`src/logic/rssc_pkg.sv`:
```
// constants for the reset, suspend and system control block
`default_nettype none
package rssc_pkg;
   // ==========================================================
   // i/o addresses
   localparam logic [7:0] ADDR_WDT_RESTART = 8'h21;
   localparam logic [7:0] ADDR_RC_WAKE     = 8'h22;
   localparam logic [7:0] ADDR_TIMER_LOW   = 8'h23;
   localparam logic [7:0] ADDR_STATUS_CTRL = 8'hFF;
   // ==========================================================
   // processor_status_control fields and values
   localparam int         SC_RUN      = 0;
   localparam int         SC_SUSPEND  = 3;
   localparam int         SC_POR      = 4;
   localparam int         SC_BUSRST   = 5;
   localparam int         SC_WDR      = 6;
   localparam logic [7:0] SC_POR_VALUE = 8'h19;
   localparam int         RC_PIN      = 0;
   localparam logic [7:0] RC_WAKE_RESET = 8'h01;
   localparam logic [7:0] TIMER_RESET   = 8'h00;
   // ==========================================================
   // clocking and timing
   localparam int CLK_HZ        = 40_000_000;
   localparam int CLK_PERIOD_NS = 25;
   localparam int RESONATOR_HZ  = 6_000_000;
   localparam int TMR_PRESCALE  = 6;
   localparam int US_DIV        = CLK_HZ / (RESONATOR_HZ / TMR_PRESCALE);
   localparam int TICK_FAST_US  = 128;
   localparam int TICK_SLOW_US  = 1024;
   localparam int WDT_BITS      = 4;
   localparam int WDR_HOLD_NS   = 8_192_000;
   localparam int WDR_HOLD_CYC  = WDR_HOLD_NS / CLK_PERIOD_NS;
   localparam int SE0_MIN_NS    = 8_000;
   localparam int SE0_CYC       = (SE0_MIN_NS + CLK_PERIOD_NS - 1) / CLK_PERIOD_NS;
   localparam int WAKE_MAX_US   = 256;
   localparam int WAKE_CYC      = (WAKE_MAX_US * 1000) / CLK_PERIOD_NS;
   // ==========================================================
   // power state
   typedef enum logic [1:0] {
      PWR_BOOT,
      PWR_ACTIVE,
      PWR_SUSPEND,
      PWR_SETTLE
   } rssc_pwr_e;
endpackage
`default_nettype wire

```
`src/logic/rssc_tmr_if.sv`:
```
// link between the control logic and the timer/watchdog module
`timescale 1ns/1ps
`default_nettype none
interface rssc_tmr_if;
   logic       halt;
   logic       wdt_clear;
   logic       tick_fast;
   logic       tick_slow;
   logic       wdt_fire;
   logic [7:0] timer_low;
   logic [3:0] wdt_count;
   modport ctl (output halt, output wdt_clear, input tick_fast,
                input tick_slow, input wdt_fire, input timer_low, input wdt_count);
   modport tmr (input halt, input wdt_clear, output tick_fast,
                output tick_slow, output wdt_fire, output timer_low, output wdt_count);
endinterface
`default_nettype wire

```
`src/logic/rssc_timer.sv`:
```
// free-running timer, periodic ticks and watchdog counter
`timescale 1ns/1ps
`default_nettype none
module rssc_timer #(
   parameter int US_DIV = rssc_pkg::US_DIV
) (
   input  wire logic core_clk,
   input  wire logic rst,
   rssc_tmr_if.tmr   tif
);
   import rssc_pkg::*;

   localparam int DIV_W  = (US_DIV > 1) ? $clog2(US_DIV) : 1;
   localparam int FAST_W = $clog2(TICK_FAST_US);
   localparam int SLOW_W = $clog2(TICK_SLOW_US);

   if (US_DIV < 1) begin : g_chk
      $error("rssc_timer: US_DIV must be at least 1");
   end

   logic [DIV_W-1:0]    div_r;
   logic [SLOW_W-1:0]   tmr_r;
   logic [WDT_BITS-1:0] wdt_r;

   // ==========================================================
   // tick decode
   wire us_tick   = (div_r == DIV_W'(US_DIV - 1));
   wire fast_wrap = us_tick && (tmr_r[FAST_W-1:0] == '1);
   wire slow_wrap = us_tick && (tmr_r == '1);
   wire wdt_top   = (wdt_r == {1'b0, {(WDT_BITS-1){1'b1}}});

   assign tif.timer_low = tmr_r[7:0]; // RQ20
   assign tif.wdt_count = wdt_r;

   // ==========================================================
   // counters; all of them stand at zero while suspended
   always_ff @(posedge core_clk or posedge rst) begin
      if (rst) begin
         div_r         <= '0;
         tmr_r         <= '0;
         wdt_r         <= '0;
         tif.tick_fast <= 1'b0;
         tif.tick_slow <= 1'b0;
         tif.wdt_fire  <= 1'b0;
      end else if (tif.halt) begin
         div_r         <= '0; // RQ15
         tmr_r         <= '0; // RQ21
         wdt_r         <= '0; // RQ23
         tif.tick_fast <= 1'b0;
         tif.tick_slow <= 1'b0;
         tif.wdt_fire  <= 1'b0;
      end else begin
         div_r <= us_tick ? '0 : div_r + 1'b1; // RQ20
         if (us_tick) begin
            tmr_r <= tmr_r + 1'b1;
         end
         tif.tick_fast <= fast_wrap; // RQ22
         tif.tick_slow <= slow_wrap; // RQ22
         // a restart write beats a tick landing in the same cycle
         if (tif.wdt_clear) begin
            wdt_r <= '0; // RQ10
         end else if (slow_wrap) begin
            wdt_r <= wdt_r + 1'b1; // RQ9
         end
         tif.wdt_fire <= slow_wrap && wdt_top && !tif.wdt_clear; // RQ9
      end
   end

   // ==========================================================
   // checks
   a_halt_clears: assert property (@(posedge core_clk) disable iff (rst) // RQ21
      tif.halt |=> (tmr_r == '0) && (wdt_r == '0))
      else $error("timer or watchdog not cleared while halted");
   a_wdt_restart: assert property (@(posedge core_clk) disable iff (rst) // RQ10
      (tif.wdt_clear && !tif.halt) |=> (wdt_r == '0) && !tif.wdt_fire)
      else $error("watchdog restart did not clear the counter");
   a_wdt_msb_rise: assert property (@(posedge core_clk) disable iff (rst) // RQ9
      (slow_wrap && wdt_top && !tif.wdt_clear && !tif.halt)
      |=> tif.wdt_fire && wdt_r[WDT_BITS-1])
      else $error("watchdog did not fire on msb rise");
   a_tick_nested: assert property (@(posedge core_clk) disable iff (rst) // RQ22
      tif.tick_slow |-> tif.tick_fast ##1 !tif.tick_fast [*2])
      else $error("slow tick not aligned with fast tick");
endmodule // rssc_timer
`default_nettype wire

```
`src/logic/rssc_top.sv`:
```
// reset, suspend and system control: reset causes, run/suspend, watchdog, rc wake pin
// Overview of operation
// RQ1 - any reset restores defaults and pulses the system reset to clear address, irqs, stacks
// RQ2 - firmware writes zeros to status bits 1, 2, 7 and ignores them on read
// RQ3 - status bits 4, 5, 6 record power-on, bus and watchdog reset
// RQ4 - run bit set by power-on; once cleared only a reset sets it again
// RQ5 - after reset fetch starts at zero unless the suspend bit is set
// RQ6 - suspend stops oscillator and timers; usb, gpio or rc wake end it
// RQ7 - power-on loads the status register with 00011001
// RQ8 - after power-on stay suspended until the usb bus leaves idle
// RQ9 - 4-bit watchdog on the 1.024 ms tick resets when its msb rises
// RQ10 - any write to the watchdog restart register clears the watchdog
// RQ11 - watchdog reset holds the processor for 8.192 ms, then fetch from zero
// RQ12 - after watchdog reset usb transmitter stays off until bit 6 is cleared
// RQ13 - se0 lasting 8 us is taken as a usb bus reset
// RQ14 - bus reset in suspend wakes the device but holds the processor until se0 ends
// RQ15 - while suspended the free-running timer and watchdog are stopped
// RQ16 - after wake the processor is running again within 256 us
// RQ17 - after wake one instruction retires before interrupts are serviced
// RQ18 - rc wake pin bit 0 low drives the open-drain pin, high releases; rise wakes
// RQ19 - reading the rc wake register returns the pin; reset releases the pin
// RQ20 - timer counts 1 us steps and its low byte reads at 0x23
// RQ21 - free-running timer cleared by power-on and on suspend entry
// RQ22 - timer gives a 128 us and a 1.024 ms periodic event
// RQ23 - watchdog cleared by every reset and while suspended
`timescale 1ns/1ps
`default_nettype none
module rssc_top #(
   parameter int WDR_HOLD_CYC = rssc_pkg::WDR_HOLD_CYC,
   parameter int WAKE_CYC     = rssc_pkg::WAKE_CYC,
   parameter int SE0_CYC      = rssc_pkg::SE0_CYC
) (
   input  wire logic       core_clk,
   input  wire logic       rst,
   input  wire logic [7:0] io_addr,
   input  wire logic [7:0] io_wdata,
   input  wire logic       io_wr,
   input  wire logic       io_rd,
   output logic      [7:0] io_rdata_r,
   input  wire logic       usb_dp_in,
   input  wire logic       usb_dm_in,
   input  wire logic       gpio_wake,
   input  wire logic       instr_retired,
   input  wire logic       rc_wake_in,
   output logic            rc_wake_out_r,
   output logic            rc_wake_oe_r,
   output logic            rc_wake_irq_r,
   output logic            core_reset_r,
   output logic            core_stall_r,
   output logic            irq_hold_r,
   output logic            osc_enable_r,
   output logic            usb_tx_enable_r,
   output logic            sys_reset_r,
   output wire logic       tick_128us,
   output wire logic       tick_1024us
);
   import rssc_pkg::*;

   localparam int WDR_W  = $clog2(WDR_HOLD_CYC + 1);
   localparam int WAKE_W = $clog2(WAKE_CYC + 1);
   localparam int SE0_W  = $clog2(SE0_CYC + 1);

   if (WDR_HOLD_CYC < 1 || WAKE_CYC < 1 || SE0_CYC < 2) begin : g_chk
      $error("rssc_top: hold, wake and se0 counts too small");
   end

   rssc_tmr_if tif ();

   rssc_timer #(
      .US_DIV (US_DIV)
   ) u_timer (
      .core_clk (core_clk),
      .rst      (rst),
      .tif      (tif)
   );

   // ==========================================================
   // pin synchronisers
   logic [1:0]      usb_s1_r;
   logic [1:0]      usb_s2_r;
   logic            rc_s1_r;
   logic            rc_s2_r;
   logic            rc_s3_r;
   // ==========================================================
   // state
   rssc_pwr_e       pwr_r;
   rssc_pwr_e       pwr_nxt;
   logic [SE0_W-1:0]  se0_cnt_r;
   logic              bus_rst_r;
   logic [WDR_W-1:0]  wdr_cnt_r;
   logic [WAKE_W-1:0] wake_cnt_r;
   logic              run_r;
   logic              por_f_r;
   logic              bus_f_r;
   logic              wdr_f_r;
   logic              rc_drive_r;

   always_ff @(posedge core_clk or posedge rst) begin
      if (rst) begin
         usb_s1_r <= 2'h1;
         usb_s2_r <= 2'h1;
         rc_s1_r  <= 1'b1;
         rc_s2_r  <= 1'b1;
         rc_s3_r  <= 1'b1;
      end else begin
         usb_s1_r <= {usb_dp_in, usb_dm_in};
         usb_s2_r <= usb_s1_r;
         rc_s1_r  <= rc_wake_in;
         rc_s2_r  <= rc_s1_r;
         rc_s3_r  <= rc_s2_r;
      end
   end

   // ==========================================================
   // decode; idle (J) on a low-speed bus is dm high, dp low
   wire dp_s      = usb_s2_r[1];
   wire dm_s      = usb_s2_r[0];
   wire se0       = !dp_s && !dm_s;
   wire bus_busy  = !(dm_s && !dp_s);
   wire rc_rise   = rc_s2_r && !rc_s3_r; // RQ18
   wire wdr_hold  = (wdr_cnt_r != '0);
   wire int_rst   = wdr_hold || bus_rst_r;
   wire bus_evt   = se0 && (se0_cnt_r == SE0_W'(SE0_CYC - 1)); // RQ13
   wire int_evt   = tif.wdt_fire || bus_evt;
   wire sleeping  = (pwr_r == PWR_BOOT) || (pwr_r == PWR_SUSPEND);
   wire wake_any  = bus_busy || gpio_wake || rc_rise; // RQ6
   wire wake_done = (wake_cnt_r == WAKE_W'(WAKE_CYC - 1));
   wire wr_ok     = io_wr && !int_rst;
   wire wr_wdt    = wr_ok && (io_addr == ADDR_WDT_RESTART);
   wire wr_rc     = wr_ok && (io_addr == ADDR_RC_WAKE);
   wire wr_sc     = wr_ok && (io_addr == ADDR_STATUS_CTRL);
   wire susp_req  = wr_sc && io_wdata[SC_SUSPEND];

   // reserved status bits read as zero and are dropped on write
   wire [7:0] sc_rd = {1'b0, wdr_f_r, bus_f_r, por_f_r,
                       sleeping, 2'b00, run_r}; // RQ2 RQ3
   wire [7:0] rd_data =
      (io_addr == ADDR_STATUS_CTRL) ? sc_rd :
      (io_addr == ADDR_RC_WAKE)     ? {7'h00, rc_s2_r} : // RQ19
      (io_addr == ADDR_TIMER_LOW)   ? tif.timer_low :   // RQ20
                                      8'h00;

   assign tif.halt      = sleeping; // RQ6 RQ15
   assign tif.wdt_clear = wr_wdt || int_rst; // RQ10 RQ23
   assign tick_128us    = tif.tick_fast; // RQ22
   assign tick_1024us   = tif.tick_slow; // RQ22

   // ==========================================================
   // power state; only bus activity ends the power-on suspend
   always_comb begin
      pwr_nxt = pwr_r;
      unique case (pwr_r)
         PWR_BOOT: begin
            if (bus_busy) begin
               pwr_nxt = PWR_SETTLE; // RQ8
            end
         end
         PWR_SUSPEND: begin
            if (wake_any) begin
               pwr_nxt = PWR_SETTLE; // RQ6 RQ14
            end
         end
         PWR_SETTLE: begin
            if (wake_done) begin
               pwr_nxt = PWR_ACTIVE; // RQ16
            end
         end
         PWR_ACTIVE: begin
            if (susp_req) begin
               pwr_nxt = PWR_SUSPEND; // RQ6
            end
         end
      endcase
   end

   always_ff @(posedge core_clk or posedge rst) begin
      if (rst) begin
         pwr_r      <= PWR_BOOT; // RQ7 RQ8
         wake_cnt_r <= '0;
      end else begin
         pwr_r      <= pwr_nxt;
         wake_cnt_r <= (pwr_r == PWR_SETTLE) ? wake_cnt_r + 1'b1 : '0; // RQ16
      end
   end

   // ==========================================================
   // bus reset: count se0, hold the level until se0 ends
   always_ff @(posedge core_clk or posedge rst) begin
      if (rst) begin
         se0_cnt_r <= '0;
         bus_rst_r <= 1'b0;
      end else begin
         if (!se0) begin
            se0_cnt_r <= '0;
         end else if (se0_cnt_r != SE0_W'(SE0_CYC)) begin
            se0_cnt_r <= se0_cnt_r + 1'b1;
         end
         bus_rst_r <= se0 && (bus_evt || bus_rst_r); // RQ13 RQ14
      end
   end

   // ==========================================================
   // watchdog reset hold
   always_ff @(posedge core_clk or posedge rst) begin
      if (rst) begin
         wdr_cnt_r <= '0;
      end else if (tif.wdt_fire) begin
         wdr_cnt_r <= WDR_W'(WDR_HOLD_CYC); // RQ11
      end else if (wdr_hold) begin
         wdr_cnt_r <= wdr_cnt_r - 1'b1;
      end
   end

   // ==========================================================
   // status flags: a hardware set wins over a firmware clear
   always_ff @(posedge core_clk or posedge rst) begin
      if (rst) begin
         run_r   <= SC_POR_VALUE[SC_RUN]; // RQ4 RQ7
         por_f_r <= SC_POR_VALUE[SC_POR]; // RQ3 RQ7
         bus_f_r <= SC_POR_VALUE[SC_BUSRST];
         wdr_f_r <= SC_POR_VALUE[SC_WDR];
      end else begin
         if (int_evt) begin
            run_r <= 1'b1; // RQ4
         end else if (wr_sc) begin
            run_r <= run_r && io_wdata[SC_RUN]; // RQ4
         end
         if (wr_sc) begin
            por_f_r <= io_wdata[SC_POR];
         end
         bus_f_r <= bus_evt || (wr_sc ? io_wdata[SC_BUSRST] : bus_f_r); // RQ3
         wdr_f_r <= tif.wdt_fire || (wr_sc ? io_wdata[SC_WDR] : wdr_f_r); // RQ3 RQ12
      end
   end

   // ==========================================================
   // rc wake pin: open drain, released by every reset
   always_ff @(posedge core_clk or posedge rst) begin
      if (rst) begin
         rc_drive_r    <= 1'b0;
         rc_wake_out_r <= 1'b0;
         rc_wake_oe_r  <= 1'b0;
         rc_wake_irq_r <= 1'b0;
      end else begin
         if (int_rst) begin
            rc_drive_r <= !RC_WAKE_RESET[RC_PIN]; // RQ19
         end else if (wr_rc) begin
            rc_drive_r <= !io_wdata[RC_PIN]; // RQ18
         end
         rc_wake_out_r <= 1'b0;
         rc_wake_oe_r  <= rc_drive_r && !int_rst; // RQ18 RQ19
         rc_wake_irq_r <= rc_rise; // RQ18
      end
   end

   // ==========================================================
   // processor and system controls, all registered
   always_ff @(posedge core_clk or posedge rst) begin
      if (rst) begin
         io_rdata_r      <= 8'h00;
         core_reset_r    <= 1'b1;
         core_stall_r    <= 1'b1;
         irq_hold_r      <= 1'b0;
         osc_enable_r    <= 1'b0;
         usb_tx_enable_r <= 1'b1;
         sys_reset_r     <= 1'b1; // RQ1
      end else begin
         if (io_rd) begin
            io_rdata_r <= rd_data;
         end
         // release from reset means fetch from address zero
         core_reset_r    <= (pwr_r == PWR_BOOT) || int_rst; // RQ5 RQ11 RQ14
         core_stall_r    <= (pwr_r != PWR_ACTIVE) || !run_r; // RQ4 RQ6
         osc_enable_r    <= !sleeping; // RQ6 RQ14
         usb_tx_enable_r <= !wdr_f_r; // RQ12
         sys_reset_r     <= int_rst; // RQ1
         // first instruction after a firmware wake runs before interrupts
         if (pwr_r == PWR_SUSPEND && wake_any) begin
            irq_hold_r <= 1'b1; // RQ17
         end else if (instr_retired && pwr_r == PWR_ACTIVE) begin
            irq_hold_r <= 1'b0; // RQ17
         end
      end
   end

   // ==========================================================
   // checks
   a_run_stays_low: assert property (@(posedge core_clk) disable iff (rst) // RQ4
      (!run_r && !int_evt) |=> !run_r)
      else $error("run bit rose without a reset");
   a_wdr_flag_set: assert property (@(posedge core_clk) disable iff (rst) // RQ3
      tif.wdt_fire |=> wdr_f_r && (wdr_cnt_r == WDR_W'(WDR_HOLD_CYC)))
      else $error("watchdog reset not recorded or hold not loaded");
   a_wdr_hold_core: assert property (@(posedge core_clk) disable iff (rst) // RQ11
      tif.wdt_fire |-> ##2 core_reset_r && sys_reset_r)
      else $error("processor not held after watchdog reset");
   a_usb_tx_off: assert property (@(posedge core_clk) disable iff (rst) // RQ12
      wdr_f_r |=> !usb_tx_enable_r)
      else $error("transmitter enabled while watchdog flag set");
   a_bus_reset_seen: assert property (@(posedge core_clk) disable iff (rst) // RQ13
      bus_evt |=> bus_rst_r && bus_f_r ##1 (core_reset_r || !se0))
      else $error("se0 of the minimum length not taken as bus reset");
   a_bus_reset_wake: assert property (@(posedge core_clk) disable iff (rst) // RQ14
      (pwr_r == PWR_SUSPEND && se0) |=> (pwr_r == PWR_SETTLE) ##1 osc_enable_r)
      else $error("bus reset did not end suspend");
   a_suspend_stops: assert property (@(posedge core_clk) disable iff (rst) // RQ6
      (pwr_r == PWR_SUSPEND) |=> !osc_enable_r && core_stall_r)
      else $error("oscillator or processor running while suspended");
   a_wake_bound: assert property (@(posedge core_clk) disable iff (rst) // RQ16
      (pwr_r == PWR_SETTLE && wake_done) |=> (pwr_r == PWR_ACTIVE))
      else $error("wake settle overran its bound");
   a_rc_drive: assert property (@(posedge core_clk) disable iff (rst) // RQ18
      (wr_rc && !io_wdata[RC_PIN]) |-> ##2 rc_wake_oe_r && !rc_wake_out_r)
      else $error("rc wake pin not driven low after write of zero");
   a_boot_held: assert property (@(posedge core_clk) disable iff (rst) // RQ8
      (pwr_r == PWR_BOOT && !bus_busy) |=> (pwr_r == PWR_BOOT) ##1 core_reset_r)
      else $error("left power-on suspend without bus activity");
endmodule // rssc_top
`default_nettype wire

```
`config.mk`:
```
export PLATFORM = sky130hd
export DESIGN_NAME = rssc_top
export DESIGN_NICKNAME = d
export VERILOG_FILES = /design/src/logic/rssc_pkg.sv /design/src/logic/rssc_tmr_if.sv /design/src/logic/rssc_timer.sv /design/src/logic/rssc_top.sv
export SDC_FILE = /design/constraint.sdc
export NUM_CORES = 1
export LEC_CHECK = 0
export BUFFER_PORTS_ARGS = -buffer_cell sky130_fd_sc_hd__buf_2
export CAP_MARGIN = 40
export CELL_PAD_IN_SITES_DETAIL_PLACEMENT = 1
export CELL_PAD_IN_SITES_GLOBAL_PLACEMENT = 1
export CORE_AREA = 2 2 100 102
export CTS_BUF_LIST = sky130_fd_sc_hd__clkbuf_4 sky130_fd_sc_hd__clkbuf_8
export CTS_CLUSTER_SIZE = 10
export DETAILED_ROUTE_END_ITERATION = 8
export DIE_AREA = 0 0 102 104
export PLACE_DENSITY = 0.83
export SLEW_MARGIN = 5
export SYNTH_ARGS = -nofsm -noshare
export SYNTH_HDL_FRONTEND = slang
export SYNTH_SLANG_ARGS = --single-unit
```
`constraint.sdc`:
```
create_clock -name core_clk -period 3.4 [get_ports core_clk]
set_input_delay 0.17 -clock core_clk [delete_from_list [all_inputs] [get_ports core_clk]]
set_output_delay 0.17 -clock core_clk [all_outputs]
set_load 0.03 [all_outputs]
```
[Word-level counts from Yosys, hierarchy flattened]
Index checks and enable logic that the tools add are counted.
Word-level totals
  register bits after elaboration: 96
  input port bits: 25
  output and inout port bits: 19
  word-level logic and storage cells: 135
Operators by class
  $add $sub $neg: 6
  equality and inequality tests: 20
  mux-type cells: 31
  reduce and logical (&&, ||, !) cells: 48
Operator list (number)
  $mux 19: 2
  $eq 8x6->1 const B: 3
  $mux 8: 3
  $mux 10: 2
  $reduce_bool 19->1: 1
  $sub 19x1->19 const B: 1
  $logic_and 1x1->1: 18
  $mux 9: 2
  $add 14x1->14 const B: 1
  $eq 14x14->1 const B: 1
  $mux 14: 1
  $mux 4: 3
  $mux 6: 2
  $logic_or 1x1->1: 11
  $mux 1: 11
  $add 10x1->10 const B: 1
  $eq 10x10->1 const B: 1
  $logic_not 1->1: 10
  $reduce_bool 2->1: 5
  $add 9x1->9 const B: 1
  $eq 9x9->1 const B: 1
  $ne 9x9->1 const B: 1
  $eq 8x8->1 const B: 1
  $mux 2: 4
  13 further kinds: 18

[Longest topological paths before layout]
  depth after elaboration: 9
  gate-level depth with buffers: 7
  mapped depth without buffers: 7

[Cells and area by module]
Synthesis repeated with hierarchy kept, for this count alone.
Unflattened totals
  cells, all modules: 479
  area total of the unflattened synthesis: 4733.3 um^2
Modules (own cells, without submodules)
  rssc_top: times used 1, cells an instance 362, area each 3549.7 um^2, seq. area each 1840.5 um^2
  rssc_timer: times used 1, cells an instance 117, area each 1183.6 um^2, seq. area each 575.6 um^2

[Worst setup path before layout]
No wires, ideal clock.
  path kind: reg-to-reg
  start point: register wdr_cnt_r[0]
  end point: register wdr_cnt_r[9]
  library setup time: 125 ps
  data arrival time: 1967 ps
  required time: 3275 ps
  setup slack: 1308 ps
  cell stages (with the launch flop): 8
  cell sequence: dfrtp_1 inv_1 ha_1 or4b_4 nor3b_4 a21bo_4 nor3b_2 mux2_4
Between the ends
  cells in the longest elaborated chain, start to end: 3
  elaborated cells on any way between the ends: 5
  classes of those cells: add/sub: 1; mux: 2; reduce/logical: 2
Ends and longest elaborated chain
  start: declaration: line rssc_top.sv:90  | logic [WDR_W-1:0] wdr_cnt_r;
  start signal: assignment: line rssc_top.sv:208  | wdr_cnt_r <= WDR_W'(WDR_HOLD_CYC);
  start signal: assignment: line rssc_top.sv:210  | wdr_cnt_r <= wdr_cnt_r - 1'b1;
  $sub 19x1->19: line rssc_top.sv:210
  $mux 19: line rssc_top.sv:209  | end else if (wdr_hold) begin
  $mux 19: line rssc_top.sv:207  | end else if (tif.wdt_fire) begin
Several ways; a longest one is shown, not always the timed one. The select of a mux whose other input is x is not followed.
A chain may end at the register's enable or synchronous reset.

[Worst setup path in the final report]
  start point: register wdr_cnt_r[9]
  end point: register run_r
Between the ends
  cells in the longest elaborated chain, start to end: 6
Ends and longest elaborated chain
  $reduce_bool 19->1: line rssc_top.sv:121  | wire wdr_hold = (wdr_cnt_r != '0);
  $logic_or 1x1->1: line rssc_top.sv:122  | wire int_rst = wdr_hold || bus_rst_r;
  $logic_not 1->1: line rssc_top.sv:128  | wire wr_ok = io_wr && !int_rst;
  $logic_and 1x1->1: line rssc_top.sv:128
  $logic_and 1x1->1: line rssc_top.sv:131  | wire wr_sc = wr_ok && (io_addr == ADDR_STATUS_CTRL);
  $reduce_bool 2->1 (no source line)
  end signal: assignment: line rssc_top.sv:218  | run_r <= SC_POR_VALUE[SC_RUN];
  end signal: assignment: line rssc_top.sv:226  | run_r <= run_r && io_wdata[SC_RUN];
  end: declaration: line rssc_top.sv:92  | logic run_r;
No other way between the ends.

==> impl_metrics.py <==
metrics = {
    "critical_path": {
        "critPathLaunchType": "register",
        "arrival_ns": 2.68,
        "endpoint_kind": "register",
        "cp_max_fo": 8,
        "worstSetupPathType": "reg -> reg",
        "reg2reg_slack_ns": 1.02,
        "cp_data_required_time_ns": 3.70,
    },
    "sta": {
        "rsz0062_at_grt": "false",
        "setup_viol": 0,
        "hold_viol": 0,
        "slew_headroom_pct": 47.2,
        "tightest_slew_ns": 0.792,
        "clock.fmax_mhz": 420,
        "setup_tns_ns": 0,
        "min_period_over_period_pct": 70.1,
        "finClkSkew_ns": 0.00625,
        "period_needed_ns": 2.38,
        "finalMaxSlewViolations": 0,
    },
    "synthesis": {
        "syn-cell-area_um2": 4450,
        "ys_seq_elements": 96,
        "synth_edf_count": 0,
        "synth_nets": 467,
        "synthArstFlopShare_pct": 100,
        "syn_avg_cell_area_um2": 10.2,
        "yosys.cell_types.count": 53,
        "yosysSeqAreaShare_pct": 54.3,
        "synthFlopType": "dfrtp_1",
        "yosysWarnings": 0,
        "synthCells": 434,
    },
    "power": {
        "pwr-share-comb_pct": 9.4,
        "switching_share_pct": 26.2,
        "power_frac_seq_pct": 55.5,
        "switchingPower_mw": 0.595,
        "peakVddDrop_v": 0.000213,
        "power-per-cell-area_nw_per_um2": 449,
        "cellLeakagePower_nw": 2.37,
        "intPower_mw": 1.68,
        "pwr-share-clk_pct": 35.1,
    },
    "placed_design": {
        "hpwlAfterDp_mm": 7.06,
        "gp_congestion": 0.788,
        "portBuffers": 39,
        "placedInstanceArea_um2": 4810,
    },
    "layout": {
        "antenna_cells": 0,
        "fillCellCount": 1087,
        "syn_to_final_growth_pct": 13.9,
        "final_cell_area_um2": 5060,
        "final_cell_mix": "dfrtp_1, nor2_1, buf_2",
        "fin_nets": 512,
        "post_route_cells_drive_above_1_share_pct": 18.4,
        "final_common_cell": "dfrtp_1",
    },
    "clocking": {
        "cts_tree": "done",
        "clkSlewWorstSetupHoldPaths_ns": 0.10,
        "cts_resized": 0,
        "clock_latency_ns": 0.36,
        "cts_sinks": 96,
        "cts_buffers": 9,
        "cts_root_buffer": "clkbuf_8",
        "cts_max_level": 3,
        "clock_path_buffers": 2,
    },
    "floorplan": {
        "die_area_um2": 10600,
        "row_count": 36,
        "start_util_pct": 46.6,
        "dieHeight_um": 104,
        "core_um2": 9550,
        "die_w_um": 102,
        "pin_count": 44,
    },
    "global_routing": {
        "grt_overflow": 0,
        "first_global_vias": 3565,
        "grt_pass1_wl_mm": 17.3,
        "grt.total_usage_pct": 20.6,
        "grt_max_degree": 48,
        "antenna_found_initial": 0,
    },
    "run_status": {
        "status": "finished, final reports clean",
    },
    "detailed_routing": {
        "drc": 0,
        "drt_iter0_markers": 137,
        "vias": 3272,
        "drt_first_pass_iters": 4,
        "wl_per_cell_um": 16.2,
        "drt_wl_total_mm": 9.97,
        "detail-route-antenna-nets": 0,
        "routed_via_density": 5.30,
    },
    "flow_run": {
        "cap_violations": 0,
    },
    "hold_path": {
        "hold_path.class": "in -> reg",
    },
}
[critical path, stage by stage (launching register included)]
cell and delay, ns:
dfrtp_1 0.45, nor4_1 0.70, nor3b_4 0.54, nand4_4 0.23
nor4_1 0.31, nor2_1 0.09
[area by class of cell]
type / instances / area (µm²) / area share (%)
inverter: 16 / 61.3 / 1.21
clock buffer: 11 / 151 / 2.99
timing repair buffer: 46 / 290 / 5.73
tap: 133 / 166 / 3.29
clock inverter: 5 / 63.8 / 1.26
sequential: 96 / 2420 / 47.7
multi-input combinational: 310 / 1910 / 37.8
[power groups by stage]
stage,Combinational [mW],Clock [mW],Sequential (mW)
4_1_cts,0.219,0.817,1.26
3_5_place_dp,0.213,0,1.28
6_report,0.214,0.797,1.26
3_3_place_gp,0.197,0,1.28
5_1_grt,0.243,0.862,1.27
2_1_floorplan,0.137,0,1.28
[through the flow]
stage                     worst slack, ns  power (mW)  utilization (%)  hold slack (ns)  cells
after global placement               1.16        1.48             50.1            0.275    596
after detailed placement             1.07        1.50             50.3           0.0672    597
after floorplan                     0.743        1.42                -            0.174    434
final                                1.02        2.27             53.0           0.0350    617
after global routing                0.824        2.37             53.0           0.0353    617
after CTS                            1.05        2.30             53.0           0.0252    617
[sequential cells by signal, summed over array words and instances (netlist names), 2 cells and up]
signal and flops:
wdr_cnt_r 19, usb_s2_r 2, wake_cnt_r 14, io_rdata_r 8, usb_s1_r 2, pwr_r 2
se0_cnt_r 9, u_timer.tmr_r 10, u_timer.tif.wdt_count 4, u_timer.div_r 6
[kinds of logic after synthesis]
| kind of cell | after synthesis | synth area share, % |
|---|---|---|
| DFF | 96 | 54.3 |
| and+or+nand+nor | 204 | 24.3 |
| adders and majority gates | 8 | 2.25 |
| muxes | 6 | 1.52 |
| other | 1 | 0.0844 |
| buffers and inverters | 28 | 2.62 |
| xor gates and xnor gates | 40 | 7.88 |
| AOI/OAI and AO/OA | 51 | 6.98 |
[per-layer routing]
layer	global-route usage, %	share of wire (%)	wire [µm]
met4	7.71	1.8	180
met3	2.62	2.4	237
met2	34.1	51	5080
met1	27.5	45	4470
met5	0	0	0
[worst paths after layout]
check | start | cells past startpoint | end
worst max-delay path | wdr_cnt_r[9] | 5 | run_r
worst min-delay path | io_wdata[4] | 2 | por_f_r
worst max register to register | wdr_cnt_r[9] | 5 | run_r
worst min register to register | usb_s1_r[1] | 0 | usb_s2_r[1]
max in group asynchronous | rst | 5 | sys_reset_r
min in group asynchronous | rst | 3 | se0_cnt_r[3]
[cell usage after synthesis (all sizes together) (3+ instances only)]
library cell | count | share of area (%)
or3 | 9 | 1.4
nor4 | 9 | 1.5
xnor2 | 19 | 3.7
nor4b | 4 | 0.79
a21oi | 25 | 2.8
nor2 | 79 | 6.7
clkbuf | 9 | 0.76
nor3 | 10 | 1.2
nand4 | 12 | 2.0
ha | 8 | 2.3
and3 | 7 | 0.99
nand2 | 24 | 2.0
dfstp | 11 | 6.5
nor3b | 4 | 1.0
mux2 | 3 | 0.84
nor2b | 5 | 0.70
a22oi | 4 | 0.68
mux2i | 3 | 0.68
and2 | 4 | 0.56
inv | 16 | 1.4
dfrtp | 85 | 48
o21ai | 16 | 1.8
buf | 3 | 0.51
and4 | 3 | 0.59
xor2 | 21 | 4.1
nand3 | 24 | 2.7
[timing repair]
item	4_1_cts	5_1_grt
hold endpoints to repair	46	0
hold buffers	4	0
buffers inserted	0	0
No activity file was read; power rests on OpenSTA's default activity.
